<file path="src/sar_seq_pkg.sv">
// Constants and carrier types for the conversion sequencer
package sar_seq_pkg;

    // ------------------------------------------------------------
    // Conversion cycle
    // ------------------------------------------------------------
    localparam int unsigned RES_BITS      = 12;
    localparam logic [3:0]  PERIOD_FIRST  = 4'h1;
    localparam logic [3:0]  PERIOD_SECOND = 4'h2;
    localparam logic [3:0]  PERIOD_TRACK  = 4'h3;
    localparam logic [3:0]  PERIOD_MSB    = 4'h4;
    localparam logic [3:0]  PERIOD_LAST   = 4'hf;
    localparam int unsigned UPPER_LO      = 4;

    // ------------------------------------------------------------
    // Timing
    // ------------------------------------------------------------
    localparam int unsigned ACLK_PERIOD_NS    = 10;
    localparam int unsigned INT_CLK_PERIOD_NS = 1334;
    localparam int unsigned INT_HALF_CYCLES   =
        (INT_CLK_PERIOD_NS / 2) / ACLK_PERIOD_NS;

    // ------------------------------------------------------------
    // Register map
    // ------------------------------------------------------------
    localparam logic [3:0] OFS_CTRL   = 4'h0;
    localparam logic [3:0] OFS_STATUS = 4'h4;
    localparam logic [3:0] OFS_RESULT = 4'h8;
    localparam int unsigned CTRL_EXT_CLK  = 0;
    localparam int unsigned CTRL_SOFT_REQ = 1;
    localparam logic [1:0]  CTRL_RESET    = 2'h0;
    localparam logic [1:0]  RESP_OKAY     = 2'h0;
    localparam logic [1:0]  RESP_SLVERR   = 2'h2;

    // ------------------------------------------------------------
    // Carrier types
    // ------------------------------------------------------------
    typedef struct packed {
        logic [3:0] period;
        logic       halted;
        logic       tracking;
        logic       valid;
    } status_t;

    typedef struct packed {
        logic [RES_BITS-1:0] data;
        logic [RES_BITS-1:0] oe;
    } result_pins_t;

endpackage

</file>
<file path="src/sar_adc_conversion_sequencer.sv">
// Successive-approximation conversion sequencer with AXI4-Lite registers
`timescale 1ns/100ps

module sar_adc_conversion_sequencer #(
    parameter int unsigned HALF_CYCLES = sar_seq_pkg::INT_HALF_CYCLES
) (
    input  wire logic                                aclk,
    input  wire logic                                aresetn,
    // AXI4-Lite slave
    input  wire logic [3:0]                          s_axi_awaddr,
    input  wire logic                                s_axi_awvalid,
    output logic                                     s_axi_awready,
    input  wire logic [31:0]                         s_axi_wdata,
    input  wire logic [3:0]                          s_axi_wstrb,
    input  wire logic                                s_axi_wvalid,
    output logic                                     s_axi_wready,
    output logic [1:0]                               s_axi_bresp,
    output logic                                     s_axi_bvalid,
    input  wire logic                                s_axi_bready,
    input  wire logic [3:0]                          s_axi_araddr,
    input  wire logic                                s_axi_arvalid,
    output logic                                     s_axi_arready,
    output logic [31:0]                              s_axi_rdata,
    output logic [1:0]                               s_axi_rresp,
    output logic                                     s_axi_rvalid,
    input  wire logic                                s_axi_rready,
    // Converter pins
    input  wire logic                                conversion_request_n,
    input  wire logic                                upper_group_output_enable_n,
    input  wire logic                                lower_group_output_enable_n,
    input  wire logic                                clk_pin_i,
    output logic                                     clk_pin_o,
    output logic                                     clk_pin_oe,
    output sar_seq_pkg::result_pins_t                result_pins,
    output logic                                     result_valid_flag,
    // Analog front end
    input  wire logic                                comparator_i,
    output logic                                     track_o,
    output logic [sar_seq_pkg::RES_BITS-1:0]         dac_trial_o
);

    localparam int unsigned NB = sar_seq_pkg::RES_BITS;

    typedef enum logic [1:0] {
        ST_RUN  = 2'b01,
        ST_HALT = 2'b10
    } seq_state_t;

    // ------------------------------------------------------------
    // Pin synchronisers
    // ------------------------------------------------------------
    logic [2:0] req_sync_ff;
    logic [2:0] clk_sync_ff;
    logic       req_stable_ff;
    logic       clk_stable_ff;
    wire        req_agree = (req_sync_ff[1] == req_sync_ff[2]);
    wire        clk_agree = (clk_sync_ff[1] == clk_sync_ff[2]);
    wire        nxt_req_stable = req_agree ? req_sync_ff[2] : req_stable_ff;
    wire        nxt_clk_stable = clk_agree ? clk_sync_ff[2] : clk_stable_ff;
    wire        ext_rise = clk_agree & clk_sync_ff[2] & ~clk_stable_ff;

    always_ff @(posedge aclk) begin
        if (!aresetn) begin
            req_sync_ff   <= 3'h7;
            clk_sync_ff   <= 3'h0;
            req_stable_ff <= 1'b1;
            clk_stable_ff <= 1'b0;
        end else begin
            req_sync_ff   <= {req_sync_ff[1:0], conversion_request_n};
            clk_sync_ff   <= {clk_sync_ff[1:0], clk_pin_i};
            req_stable_ff <= nxt_req_stable;
            clk_stable_ff <= nxt_clk_stable;
        end
    end

    // ------------------------------------------------------------
    // Control register and request
    // ------------------------------------------------------------
    logic [1:0] ctrl_ff;
    wire        ext_clk_sel = ctrl_ff[sar_seq_pkg::CTRL_EXT_CLK];
    wire        req_active  = ~req_stable_ff | ctrl_ff[sar_seq_pkg::CTRL_SOFT_REQ];

    // ------------------------------------------------------------
    // Sequencer state
    // ------------------------------------------------------------
    seq_state_t     state_ff;
    logic [3:0]     period_ff;
    logic           armed_ff;
    logic           go_ff;
    logic           valid_ff;
    logic [NB-1:0]  sar_ff;
    logic [NB-1:0]  result_ff;

    // ------------------------------------------------------------
    // Internal oscillator
    // ------------------------------------------------------------
    logic [15:0] div_cnt_ff;
    logic        int_clk_ff;
    wire         osc_idle  = (state_ff == ST_HALT) & ~go_ff;
    wire         osc_park  = osc_idle & ~int_clk_ff;
    wire         div_wrap  = (div_cnt_ff == 16'(HALF_CYCLES - 1));
    wire         int_rise  = ~osc_park & div_wrap & ~int_clk_ff;
    wire         conv_edge = ext_clk_sel ? ext_rise : int_rise;

    always_ff @(posedge aclk) begin
        if (!aresetn) begin
            div_cnt_ff <= 16'h0000;
            int_clk_ff <= 1'b0;
        end else if (osc_park || ext_clk_sel) begin
            div_cnt_ff <= 16'h0000;
            int_clk_ff <= 1'b0;
        end else if (div_wrap) begin
            div_cnt_ff <= 16'h0000;
            int_clk_ff <= ~int_clk_ff;
        end else begin
            div_cnt_ff <= div_cnt_ff + 16'h0001;
        end
    end

    assign clk_pin_o  = int_clk_ff;
    assign clk_pin_oe = ~ext_clk_sel;

    // ------------------------------------------------------------
    // Period sequencing
    // ------------------------------------------------------------
    wire in_last   = (period_ff == sar_seq_pkg::PERIOD_LAST);
    wire in_first  = (period_ff == sar_seq_pkg::PERIOD_FIRST);
    wire in_convert = (period_ff >= sar_seq_pkg::PERIOD_MSB);
    wire [3:0] bit_idx = sar_seq_pkg::PERIOD_LAST - period_ff;
    wire [NB-1:0] bit_mask = NB'(1) << bit_idx;
    wire [NB-1:0] keep_bit = comparator_i ? sar_ff : (sar_ff & ~bit_mask);
    wire [NB-1:0] nxt_trial = keep_bit | (bit_mask >> 1);
    wire run_edge  = conv_edge & (state_ff == ST_RUN);
    wire halt_go   = conv_edge & (state_ff == ST_HALT) & go_ff;
    wire req_halt  = (state_ff == ST_HALT) & req_active;

    seq_state_t nxt_state;
    logic [3:0] nxt_period;

    always_comb begin
        nxt_state  = state_ff;
        nxt_period = period_ff;
        if (run_edge) begin
            if (in_last) begin
                nxt_period = sar_seq_pkg::PERIOD_FIRST;
            end else if (in_first) begin
                nxt_period = sar_seq_pkg::PERIOD_SECOND;
                if (!(armed_ff || req_active)) begin
                    nxt_state = ST_HALT;
                end
            end else begin
                nxt_period = period_ff + 4'h1;
            end
        end else if (halt_go) begin
            nxt_state  = ST_RUN;
            nxt_period = sar_seq_pkg::PERIOD_TRACK;
        end
    end

    always_ff @(posedge aclk) begin
        if (!aresetn) begin
            state_ff  <= ST_HALT;
            period_ff <= sar_seq_pkg::PERIOD_SECOND;
        end else begin
            state_ff  <= nxt_state;
            period_ff <= nxt_period;
        end
    end

    // Requests only count in period 1 or while halted
    always_ff @(posedge aclk) begin
        if (!aresetn) begin
            armed_ff <= 1'b0;
            go_ff    <= 1'b0;
        end else begin
            if (run_edge) begin
                armed_ff <= 1'b0;
            end else if (in_first && state_ff == ST_RUN && req_active) begin
                armed_ff <= 1'b1;
            end
            if (halt_go) begin
                go_ff <= 1'b0;
            end else if (req_halt) begin
                go_ff <= 1'b1;
            end
        end
    end

    // ------------------------------------------------------------
    // Bit decisions and result
    // ------------------------------------------------------------
    always_ff @(posedge aclk) begin
        if (!aresetn) begin
            sar_ff    <= '0;
            result_ff <= '0;
        end else if (run_edge) begin
            if (period_ff == sar_seq_pkg::PERIOD_TRACK) begin
                sar_ff <= NB'(1) << (NB - 1);
            end else if (in_last) begin
                result_ff <= keep_bit;
                sar_ff    <= '0;
            end else if (in_convert) begin
                sar_ff <= nxt_trial;
            end
        end
    end

    // ------------------------------------------------------------
    // Result valid flag
    // ------------------------------------------------------------
    always_ff @(posedge aclk) begin
        if (!aresetn) begin
            valid_ff <= 1'b0;
        end else if (run_edge && in_last) begin
            valid_ff <= 1'b1;
        end else if (run_edge && in_first && (armed_ff || req_active)) begin
            valid_ff <= 1'b0;
        end else if (req_halt) begin
            valid_ff <= 1'b0;
        end
    end

    assign result_valid_flag = valid_ff;
    assign track_o = (period_ff <= sar_seq_pkg::PERIOD_TRACK);
    assign dac_trial_o = sar_ff;

    // ------------------------------------------------------------
    // Three-state result groups
    // ------------------------------------------------------------
    wire upper_on = ~upper_group_output_enable_n;
    wire lower_on = ~lower_group_output_enable_n;

    assign result_pins.data = result_ff;
    assign result_pins.oe   = {{(NB - sar_seq_pkg::UPPER_LO){upper_on}},
                               {sar_seq_pkg::UPPER_LO{lower_on}}};

    // ------------------------------------------------------------
    // AXI4-Lite write channel
    // ------------------------------------------------------------
    logic       aw_got_ff;
    logic       w_got_ff;
    logic [3:0] aw_addr_ff;
    logic [1:0] wdat_ff;
    logic       wstrb0_ff;
    logic       bvalid_ff;
    logic [1:0] bresp_ff;

    wire aw_take  = s_axi_awvalid & s_axi_awready;
    wire w_take   = s_axi_wvalid & s_axi_wready;
    wire wr_fire  = aw_got_ff & w_got_ff & ~bvalid_ff;
    wire wr_ctrl  = wr_fire & (aw_addr_ff == sar_seq_pkg::OFS_CTRL);
    wire wr_known = (aw_addr_ff == sar_seq_pkg::OFS_CTRL) |
                    (aw_addr_ff == sar_seq_pkg::OFS_STATUS) |
                    (aw_addr_ff == sar_seq_pkg::OFS_RESULT);

    assign s_axi_awready = ~aw_got_ff & ~bvalid_ff;
    assign s_axi_wready  = ~w_got_ff & ~bvalid_ff;
    assign s_axi_bvalid  = bvalid_ff;
    assign s_axi_bresp   = bresp_ff;

    always_ff @(posedge aclk) begin
        if (!aresetn) begin
            aw_got_ff  <= 1'b0;
            w_got_ff   <= 1'b0;
            aw_addr_ff <= 4'h0;
            wdat_ff    <= 2'h0;
            wstrb0_ff  <= 1'b0;
            bvalid_ff  <= 1'b0;
            bresp_ff   <= sar_seq_pkg::RESP_OKAY;
        end else begin
            if (aw_take) begin
                aw_got_ff  <= 1'b1;
                aw_addr_ff <= {s_axi_awaddr[3:2], 2'h0};
            end
            if (w_take) begin
                w_got_ff  <= 1'b1;
                wdat_ff   <= s_axi_wdata[1:0];
                wstrb0_ff <= s_axi_wstrb[0];
            end
            if (wr_fire) begin
                aw_got_ff <= 1'b0;
                w_got_ff  <= 1'b0;
                bvalid_ff <= 1'b1;
                bresp_ff  <= wr_known ? sar_seq_pkg::RESP_OKAY : sar_seq_pkg::RESP_SLVERR;
            end else if (bvalid_ff && s_axi_bready) begin
                bvalid_ff <= 1'b0;
            end
        end
    end

    always_ff @(posedge aclk) begin
        if (!aresetn) begin
            ctrl_ff <= sar_seq_pkg::CTRL_RESET;
        end else if (wr_ctrl && wstrb0_ff) begin
            ctrl_ff <= wdat_ff;
        end
    end

    // ------------------------------------------------------------
    // AXI4-Lite read channel
    // ------------------------------------------------------------
    sar_seq_pkg::status_t status;
    logic        rvalid_ff;
    logic [31:0] rdata_ff;
    logic [1:0]  rresp_ff;

    assign status.period   = period_ff;
    assign status.halted   = (state_ff == ST_HALT);
    assign status.tracking = track_o;
    assign status.valid    = valid_ff;

    wire [3:0] rd_addr  = {s_axi_araddr[3:2], 2'h0};
    wire       ar_take  = s_axi_arvalid & s_axi_arready;
    wire       rd_ctrl  = (rd_addr == sar_seq_pkg::OFS_CTRL);
    wire       rd_stat  = (rd_addr == sar_seq_pkg::OFS_STATUS);
    wire       rd_res   = (rd_addr == sar_seq_pkg::OFS_RESULT);
    wire [31:0] rd_word = rd_ctrl ? {30'h0, ctrl_ff} :
                          rd_stat ? {25'h0, status} :
                          rd_res  ? {20'h0, result_ff} : 32'h0;

    assign s_axi_arready = ~rvalid_ff;
    assign s_axi_rvalid  = rvalid_ff;
    assign s_axi_rdata   = rdata_ff;
    assign s_axi_rresp   = rresp_ff;

    always_ff @(posedge aclk) begin
        if (!aresetn) begin
            rvalid_ff <= 1'b0;
            rdata_ff  <= 32'h0;
            rresp_ff  <= sar_seq_pkg::RESP_OKAY;
        end else if (ar_take) begin
            rvalid_ff <= 1'b1;
            rdata_ff  <= rd_word;
            rresp_ff  <= (rd_ctrl | rd_stat | rd_res) ?
                         sar_seq_pkg::RESP_OKAY : sar_seq_pkg::RESP_SLVERR;
        end else if (s_axi_rready) begin
            rvalid_ff <= 1'b0;
        end
    end

endmodule

</file>
<file path="config.mk">
export PLATFORM = sky130hd
export DESIGN_NAME = sar_adc_conversion_sequencer
export DESIGN_NICKNAME = d
export VERILOG_FILES = /design/src/sar_seq_pkg.sv /design/src/sar_adc_conversion_sequencer.sv
export SDC_FILE = /design/constraint.sdc
export NUM_CORES = 1
export LEC_CHECK = 0
export BUFFER_PORTS_ARGS = -buffer_cell sky130_fd_sc_hd__buf_2
export CAP_MARGIN = 20
export CORE_UTILIZATION = 47
export CTS_BUF_LIST = sky130_fd_sc_hd__clkbuf_8
export CTS_CLUSTER_SIZE = 28
export DETAILED_ROUTE_END_ITERATION = 6
export GPL_TIMING_DRIVEN = 0
export HOLD_SLACK_MARGIN = 0.03
export PLACE_DENSITY = 0.79
export SETUP_SLACK_MARGIN = 0.05
export SYNTH_ARGS = -nofsm -noshare
export SYNTH_HDL_FRONTEND = slang
export SYNTH_SLANG_ARGS = --single-unit
export TNS_END_PERCENT = 50
</file>
<file path="constraint.sdc">
create_clock -name aclk -period 1.85 [get_ports aclk]
set_input_delay 0.37 -clock aclk [delete_from_list [all_inputs] [get_ports aclk]]
set_output_delay 0.37 -clock aclk [all_outputs]
set_load 0.03 [all_outputs]
</file>
# Word-level counts from Yosys, hierarchy flattened
# Cells that the tools add are included.
dict set report word_totals {
  reg_bits 105
  latchBits 0
  mem_bits_rw 0
  romBits 0
  input_bits 56
  output_inout_bits 81
  elab_cells 135
  memories 0
}
dict set report classes {
  n_addsub 3
  mul 0
  div 0
  order_cmp 2
  n_eq_ne 15
  shifts 1
  mux 26
  bitwise_logic 40
  reduce_logical 24
}
# op n
set ops {}
lappend ops {{12-bit two-way mux} 7}
lappend ops {{1-bit bitwise AND} 18}
lappend ops {{16-bit by 1-bit adder with 16-bit output, second input constant} 1}
lappend ops {{16-bit by 7-bit equality test with 1-bit output, second input constant} 1}
lappend ops {{4-bit two-way mux} 4}
lappend ops {{2-bit two-way mux} 7}
lappend ops {{1-bit NOT} 14}
lappend ops {{12-bit bitwise AND} 1}
lappend ops {{12-bit NOT} 1}
lappend ops {{12-bit by 11-bit bitwise OR with 12-bit output} 1}
lappend ops {{1-bit by 4-bit left shift with 12-bit output, first input constant} 1}
lappend ops {{4-bit zero test} 2}
lappend ops {{1-bit two-way mux} 8}
lappend ops {{2-bit OR reduction} 4}
lappend ops {{1-bit logical AND} 7}
lappend ops {{2-bit by 1-bit equality test with 1-bit output, second input constant} 3}
lappend ops {{2-bit equality test, second input constant} 3}
lappend ops {{2-bit != test, second input constant} 3}
lappend ops {{2-bit nonzero test} 3}
lappend ops {{3-bit nonzero test} 2}
lappend ops {{1-bit bitwise OR} 5}
lappend ops {{4-bit by 1-bit adder with 4-bit output, second input constant} 1}
lappend ops {{4-bit by 1-bit equality test with 1-bit output, second input constant} 1}
lappend ops {{4-bit by 2-bit equality test with 1-bit output, second input constant} 1}
lappend ops {{10 further kinds} 12}

# Longest topological paths before layout
dict set report logic_depth {
  word_depth 12
  mapped_depth 8
  depth_no_buf 7
}

# Worst setup path after synthesis
# No wires, ideal clock.
dict set report synth_timing {
  kind {reg-to-reg}
  from {register div_cnt_ff[0]}
  to {register state_ff[0]}
  setup_time_ns 0.133
  arrival_ns 1.680
  t_required_ns 1.717
  setup_slack_ns 0.037
  path_stages_with_launch 7
  path_buffers 0
  synth_period_minus_slack_ns 1.813
  cell_sequence {dfxtp_1 > ha_1 > nor4bb_4 > and4_4 > a31oi_4 > o41ai_4 > o22ai_1}
}
dict set report synth_via {
  elab_chain_len 8
  elab_cells_between_ends 13
  classes_between {4 x eq/ne; 2 x mux; 5 x bitwise; 2 x reduce/logical}
}
# item line_no
set synth_lines {}
lappend synth_lines {{start: declaration} sar_adc_conversion_sequencer.sv:97} ;# logic [15:0] div_cnt_ff;
lappend synth_lines {{start signal: assignment} sar_adc_conversion_sequencer.sv:116} ;# div_cnt_ff <= div_cnt_ff + 16'h0001;
lappend synth_lines {{16-bit by 7-bit equality test with 1-bit output *} sar_adc_conversion_sequencer.sv:101} ;# wire div_wrap = (div_cnt_ff == 16'(HALF_CYCLES - 1));
lappend synth_lines {{1-bit bitwise AND * (2 in series)} sar_adc_conversion_sequencer.sv:102} ;# wire int_rise = ~osc_park & div_wrap & ~int_clk_ff;
lappend synth_lines {{1-bit two-way mux *} sar_adc_conversion_sequencer.sv:103} ;# wire conv_edge = ext_clk_sel ? ext_rise : int_rise;
lappend synth_lines {{1-bit bitwise AND (2 in series)} sar_adc_conversion_sequencer.sv:134} ;# wire halt_go = conv_edge & (state_ff == ST_HALT) & go_ff;
lappend synth_lines {{2-bit nonzero test (no source line)} --}
lappend synth_lines {{4-bit AND reduction (no source line)} --}
lappend synth_lines {{end signal: assignment} sar_adc_conversion_sequencer.sv:165} ;# state_ff <= nxt_state;
lappend synth_lines {{end: declaration} sar_adc_conversion_sequencer.sv:86} ;# seq_state_t state_ff;
# Every way passes the cells marked *; elsewhere a longest branch is shown, timed or not.
# A chain may end at the register's enable or synchronous reset.

# Final worst setup path
dict set report layout_timing {
  from {register period_ff[2]}
  to {register sar_ff[7] (netlist: dac_trial_o[7])}
}
dict set report layout_via {
  elab_chain_len 9
  elab_cells_between_ends 14
  classes_between {1 x add/sub; 1 x order compare; 2 x eq/ne; 1 x shift; 4 x mux; 3 x bitwise; 2 x reduce/logical}
}
# item line_no
set layout_lines {}
lappend layout_lines {{start: declaration} sar_adc_conversion_sequencer.sv:87} ;# logic [3:0] period_ff;
lappend layout_lines {{start signal: assignment} sar_adc_conversion_sequencer.sv:163} ;# period_ff <= sar_seq_pkg::PERIOD_SECOND;
lappend layout_lines {{start signal: assignment} sar_adc_conversion_sequencer.sv:166} ;# period_ff <= nxt_period;
lappend layout_lines {{4-bit subtractor} sar_adc_conversion_sequencer.sv:129} ;# wire [3:0] bit_idx = sar_seq_pkg::PERIOD_LAST - period_ff;
lappend layout_lines {{1-bit by 4-bit left shift with 12-bit output} sar_adc_conversion_sequencer.sv:130} ;# wire [NB-1:0] bit_mask = NB'(1) << bit_idx;
lappend layout_lines {{12-bit NOT} sar_adc_conversion_sequencer.sv:131} ;# wire [NB-1:0] keep_bit = comparator_i ? sar_ff : (sar_ff & ~bit_mask);
lappend layout_lines {{12-bit bitwise AND} sar_adc_conversion_sequencer.sv:131}
lappend layout_lines {{12-bit two-way mux} sar_adc_conversion_sequencer.sv:131}
lappend layout_lines {{12-bit by 11-bit bitwise OR with 12-bit output} sar_adc_conversion_sequencer.sv:132} ;# wire [NB-1:0] nxt_trial = keep_bit | (bit_mask >> 1);
lappend layout_lines {{12-bit two-way mux} sar_adc_conversion_sequencer.sv:202} ;# end else if (in_convert) begin
lappend layout_lines {{12-bit two-way mux} sar_adc_conversion_sequencer.sv:199} ;# end else if (in_last) begin
lappend layout_lines {{12-bit two-way mux} sar_adc_conversion_sequencer.sv:197} ;# if (period_ff == sar_seq_pkg::PERIOD_TRACK) begin
lappend layout_lines {{end signal: assignment} sar_adc_conversion_sequencer.sv:198} ;# sar_ff <= NB'(1) << (NB - 1);
lappend layout_lines {{end signal: assignment} sar_adc_conversion_sequencer.sv:203} ;# sar_ff <= nxt_trial;
lappend layout_lines {{end: declaration} sar_adc_conversion_sequencer.sv:91} ;# logic [NB-1:0] sar_ff;
# Several ways; a longest one is shown, not always the timed one. The select of a mux whose other input is x is not followed.

==> qor.log <==
[outcome] result of the run finished with violations
[outcome] violated checks negative setup slack
[worst_setup_path] endpoint kind of the worst setup timing path flip-flop
[cts] depth of the CTS H-tree 3
[finish] share of final-layout standard cells stronger than drive strength 1 29.6%
[detailed_routing] number of vias in the routed layout 3,711
[sta] transition at the pin with the smallest max-transition slack 0.552 ns
[cts] Clock Sinks 83
[floorplanning] I/O Pins 137
[worst_setup_path] worst path cell trace clkbuf_1 > nor3_1 > a21boi_0 > a21oi_1 > o31ai_1
[worst_setup_path] WP data required 2.14 ns
[synth] most frequently used flop master after synthesis dfxtp_1
[floorplanning] area of the core 8180 um^2
[detailed_routing] Wirelength per Cell 14.4 um
[power_and_ir_drop] standby leakage power 2.04 nW
[sta] Final Worst Setup Slack -0.0121 ns
[cts] source-to-sink clock delay at the later pin of the worst-skew pair 0.37 ns
[sta] worst relative slew slack 63.2%
[cts] Post-CTS Hold Fix Bufs 0
[synth] share of async-settable or async-resettable flops after synthesis 0%
[floorplanning] overall die area 8820 um^2
[cts] number of buffers added by the clock tree synthesis step 9
[synth] cell count after synthesis 467
[grt] largest net degree at the start of global routing 16
[placed_design] total half-perimeter wirelength after legalization and detailed placement 7.05 mm
[detailed_routing] length of the first detailed-routing pass in iterations 7
[worst_setup_path] slowest CP cell dfxtp_1
[detailed_routing] routed length on met3 735 um
[detailed_routing] number of remaining DRC errors 0
[detailed_routing] number of violations reported at the end of detailed-routing iteration 0 217
[power_and_ir_drop] power share of the clock group 35.8%
[synth] leading cell type by number of instances after synthesis dfxtp_1
[placed_design] Routability Congestion 0.934
[sta] minimum clock period 1.86 ns
[sta] setup violators final 1
[grt] Overall Global Routing Usage 22.1%
[finish] number of diodes 0
[grt] number of antenna violations at the first check in global routing 0
[synth] area share of the largest cell type after synthesis 41.9%
[finish] number of nets at the end of the flow 648
[power_and_ir_drop] worst vdd ir 0.438 mV
[placed_design] worst slack, placed -0.244 ns
[synth] part of the Yosys area used for sequential elements 41.9%
[sta] portion of the clock cycle consumed by the worst path in the final layout 101%
[floorplanning] total number of placement rows 33
[synth] count of flip-flops with a built-in enable after synthesis 0
[power_and_ir_drop] fraction of power consumed by sequential logic 53.0%
[sta] final hold vios 0
[power_and_ir_drop] Comb pwr share 11.3%
[worst_setup_path] WS Path Type flip-flop to flip-flop
[power_and_ir_drop] Power per Cell Area 699 nW/um^2
[run] maximum capacitance violations 0
[synth] biggest area contributors in the synthesized netlist dfxtp_1 (42%), buf_4 (6.4%), nor2_1 (5.5%)
[synth] top post-synthesis cells by count dfxtp_1 (83), nor2_1 (58), nand3_1 (39)
[synth] number of distinct standard cells referenced by the synthesized netlist 55
[synth] #FFs+latches synth 83
[grt] first-pass GRT wire length 15.3 mm
[sta] unrepaired setup endpoints after global routing yes
[detailed_routing] wire length on met1 4.31 mm
[detailed_routing] detailed-route wire length 9.99 mm
[cts] Clk pin slew, worst setup/hold paths 0.09 ns
[power_and_ir_drop] cell internal pwr 0.00248 W
[grt] grt ovf 0
[detailed_routing] length of routed met2 wiring 4.66 mm
[sta] Post-Route Skew 0.0108 ns
[floorplanning] die width 93.9 um
[finish] layout overhead on the synthesized area 24.8%
[sta] max frequency 537 MHz
[worst_setup_path] Worst setup SP type flip-flop
[cts] clock tree from TritonCTS done
[power_and_ir_drop] proportion of total power due to net switching 28.3%
[sta] tightest hold margin 0.173 ns
[floorplanning] starting density of the core 48.5%
[placed_design] Port Buffers 76
[grt] number of global-route vias before repair 3,307
[worst_setup_path] CP peak stage delay 0.45 ns
[hold_path] Hold WC Path Type input port to flip-flop
[worst_setup_path] arrival time worst endpoint 2.15 ns
[power_and_ir_drop] net switching power figure 0.000979 W
[detailed_routing] Post-DRT Antenna Nets 0
[cts] Root Buffer Master clkbuf_8
[sta] number of slew-limit violations in the final report 0
[cts] buffer depth of the longest clock path 2
[synth] synthesized area per cell 8.50 um^2
[detailed_routing] Highest Signal Layer met4
[synth] number of warnings printed during yosys synthesis 0
[synth] most area-hungry cell type in the Yosys netlist dfxtp_1
[floorplanning] DIE HEIGHT 93.9 um
[detailed_routing] average vias per placed instance 5.35
[synth] post-synthesis instance area 3970 um^2
[worst_setup_path] top fanout value on the critical path 10
[repair_timing]
item,in CTS,in global routing
resized for setup,18,26
pin swaps,3,2
endpoints found under the setup margin,40,41
buffers inserted,4,3
gates cloned,0,1
[per-layer routing]
metal | track usage, % | vias to the layer above
li1 | - | 1822
met1 | 27.5 | 1686
met2 | 35.8 | 175
met3 | 4.21 | 28
met4 | 12.3 | 0
met5 | 0 | -
[area by class of cell]
type / instances / area (um^2)
fillers: 712 / 3220
multi-input cells: 335 / 2070
flip-flops and latches: 83 / 1670
repair buffers: 84 / 462
plain buffers: 57 / 380
clock buffers: 10 / 138
well taps: 105 / 131
clock inverters: 6 / 48.8
inverters: 13 / 48.8
[worst max-delay path, delay by kind of cell (launching register included)]
family / cells / cell delay [ns]
AOI/OAI and AO/OA: 3 / 0.70
buffers and inverters: 1 / 0.45
DFF: 1 / 0.45
and+or+nand+nor: 1 / 0.18
[registers in the layout, summed over array words and instances (netlist names), 2 cells and up]
name / cells
wdat_ff: 2
state_ff: 2
s_axi_rdata: 12
aw_addr_ff: 2
result_ff: 12
req_sync_ff: 3
ctrl_ff: 2
period_ff: 4
dac_trial_o: 12
div_cnt_ff: 16
clk_sync_ff: 3
[cell usage in the layout (no fill, tap or decap), types with 5 or more instances in the layout]
cell type,n
a21oi_1,22
a221oi_1,5
a22oi_1,7
a31oi_1,5
and2_1,7
buf_2,77
buf_4,40
clkbuf_1,13
clkbuf_8,10
conb_1,22
dfxtp_1,78
ha_1,7
inv_1,12
mux2i_1,8
nand2_1,30
nand2b_1,8
nand3_1,38
nand4_1,6
nor2_1,57
nor2b_1,5
nor3_1,15
o21ai_0,15
o31ai_1,10
xor2_1,11
[cell families after synthesis]
family          Yosys count  synth area share, %
other cells               1               0.0945
flops                    83                 41.9
fa+ha+maj                 9                 2.84
mux                       8                 2.02
compound gates           96                 16.6
xor+xnor                 14                 3.09
buf+inv                  70                 9.96
simple gates            186                 23.5
[power by group through the flow]
stage / Combinational [W] / Clock (W) / Sequential [W]
global placement: 0.000380 / 0 / 0.00188
floorplan: 0.000271 / 0 / 0.00190
global route: 0.000421 / 0.00134 / 0.00184
CTS: 0.000388 / 0.00125 / 0.00183
detailed placement: 0.000386 / 0 / 0.00188
finish: 0.000390 / 0.00124 / 0.00183
[final timing paths]
kind / start / endpoint / slack (ns) / cells after the start
min: conversion_request_n / req_sync_ff[0] / 0.17 / 2
max reg2reg: period_ff[2] / dac_trial_o[7] / -0.01 / 5
min reg2reg: req_sync_ff[0] / req_sync_ff[1] / 0.42 / 1
max: period_ff[2] / dac_trial_o[7] / -0.01 / 5
[stage by stage]
stage,total power [W],TNS [ns],cell area [um^2],utilization (%),instances
after floorplan,0.00218,0,4050,-,488
after global placement,0.00226,-3.84,4560,55.8,669
after detailed placement,0.00226,-5.49,4560,55.8,669
after CTS,0.00348,0,4830,59.1,689
after global routing,0.00360,-0.194,4950,60.6,693
final,0.00346,-0.0121,4950,60.6,693
(Power assumes the default switching activity.)
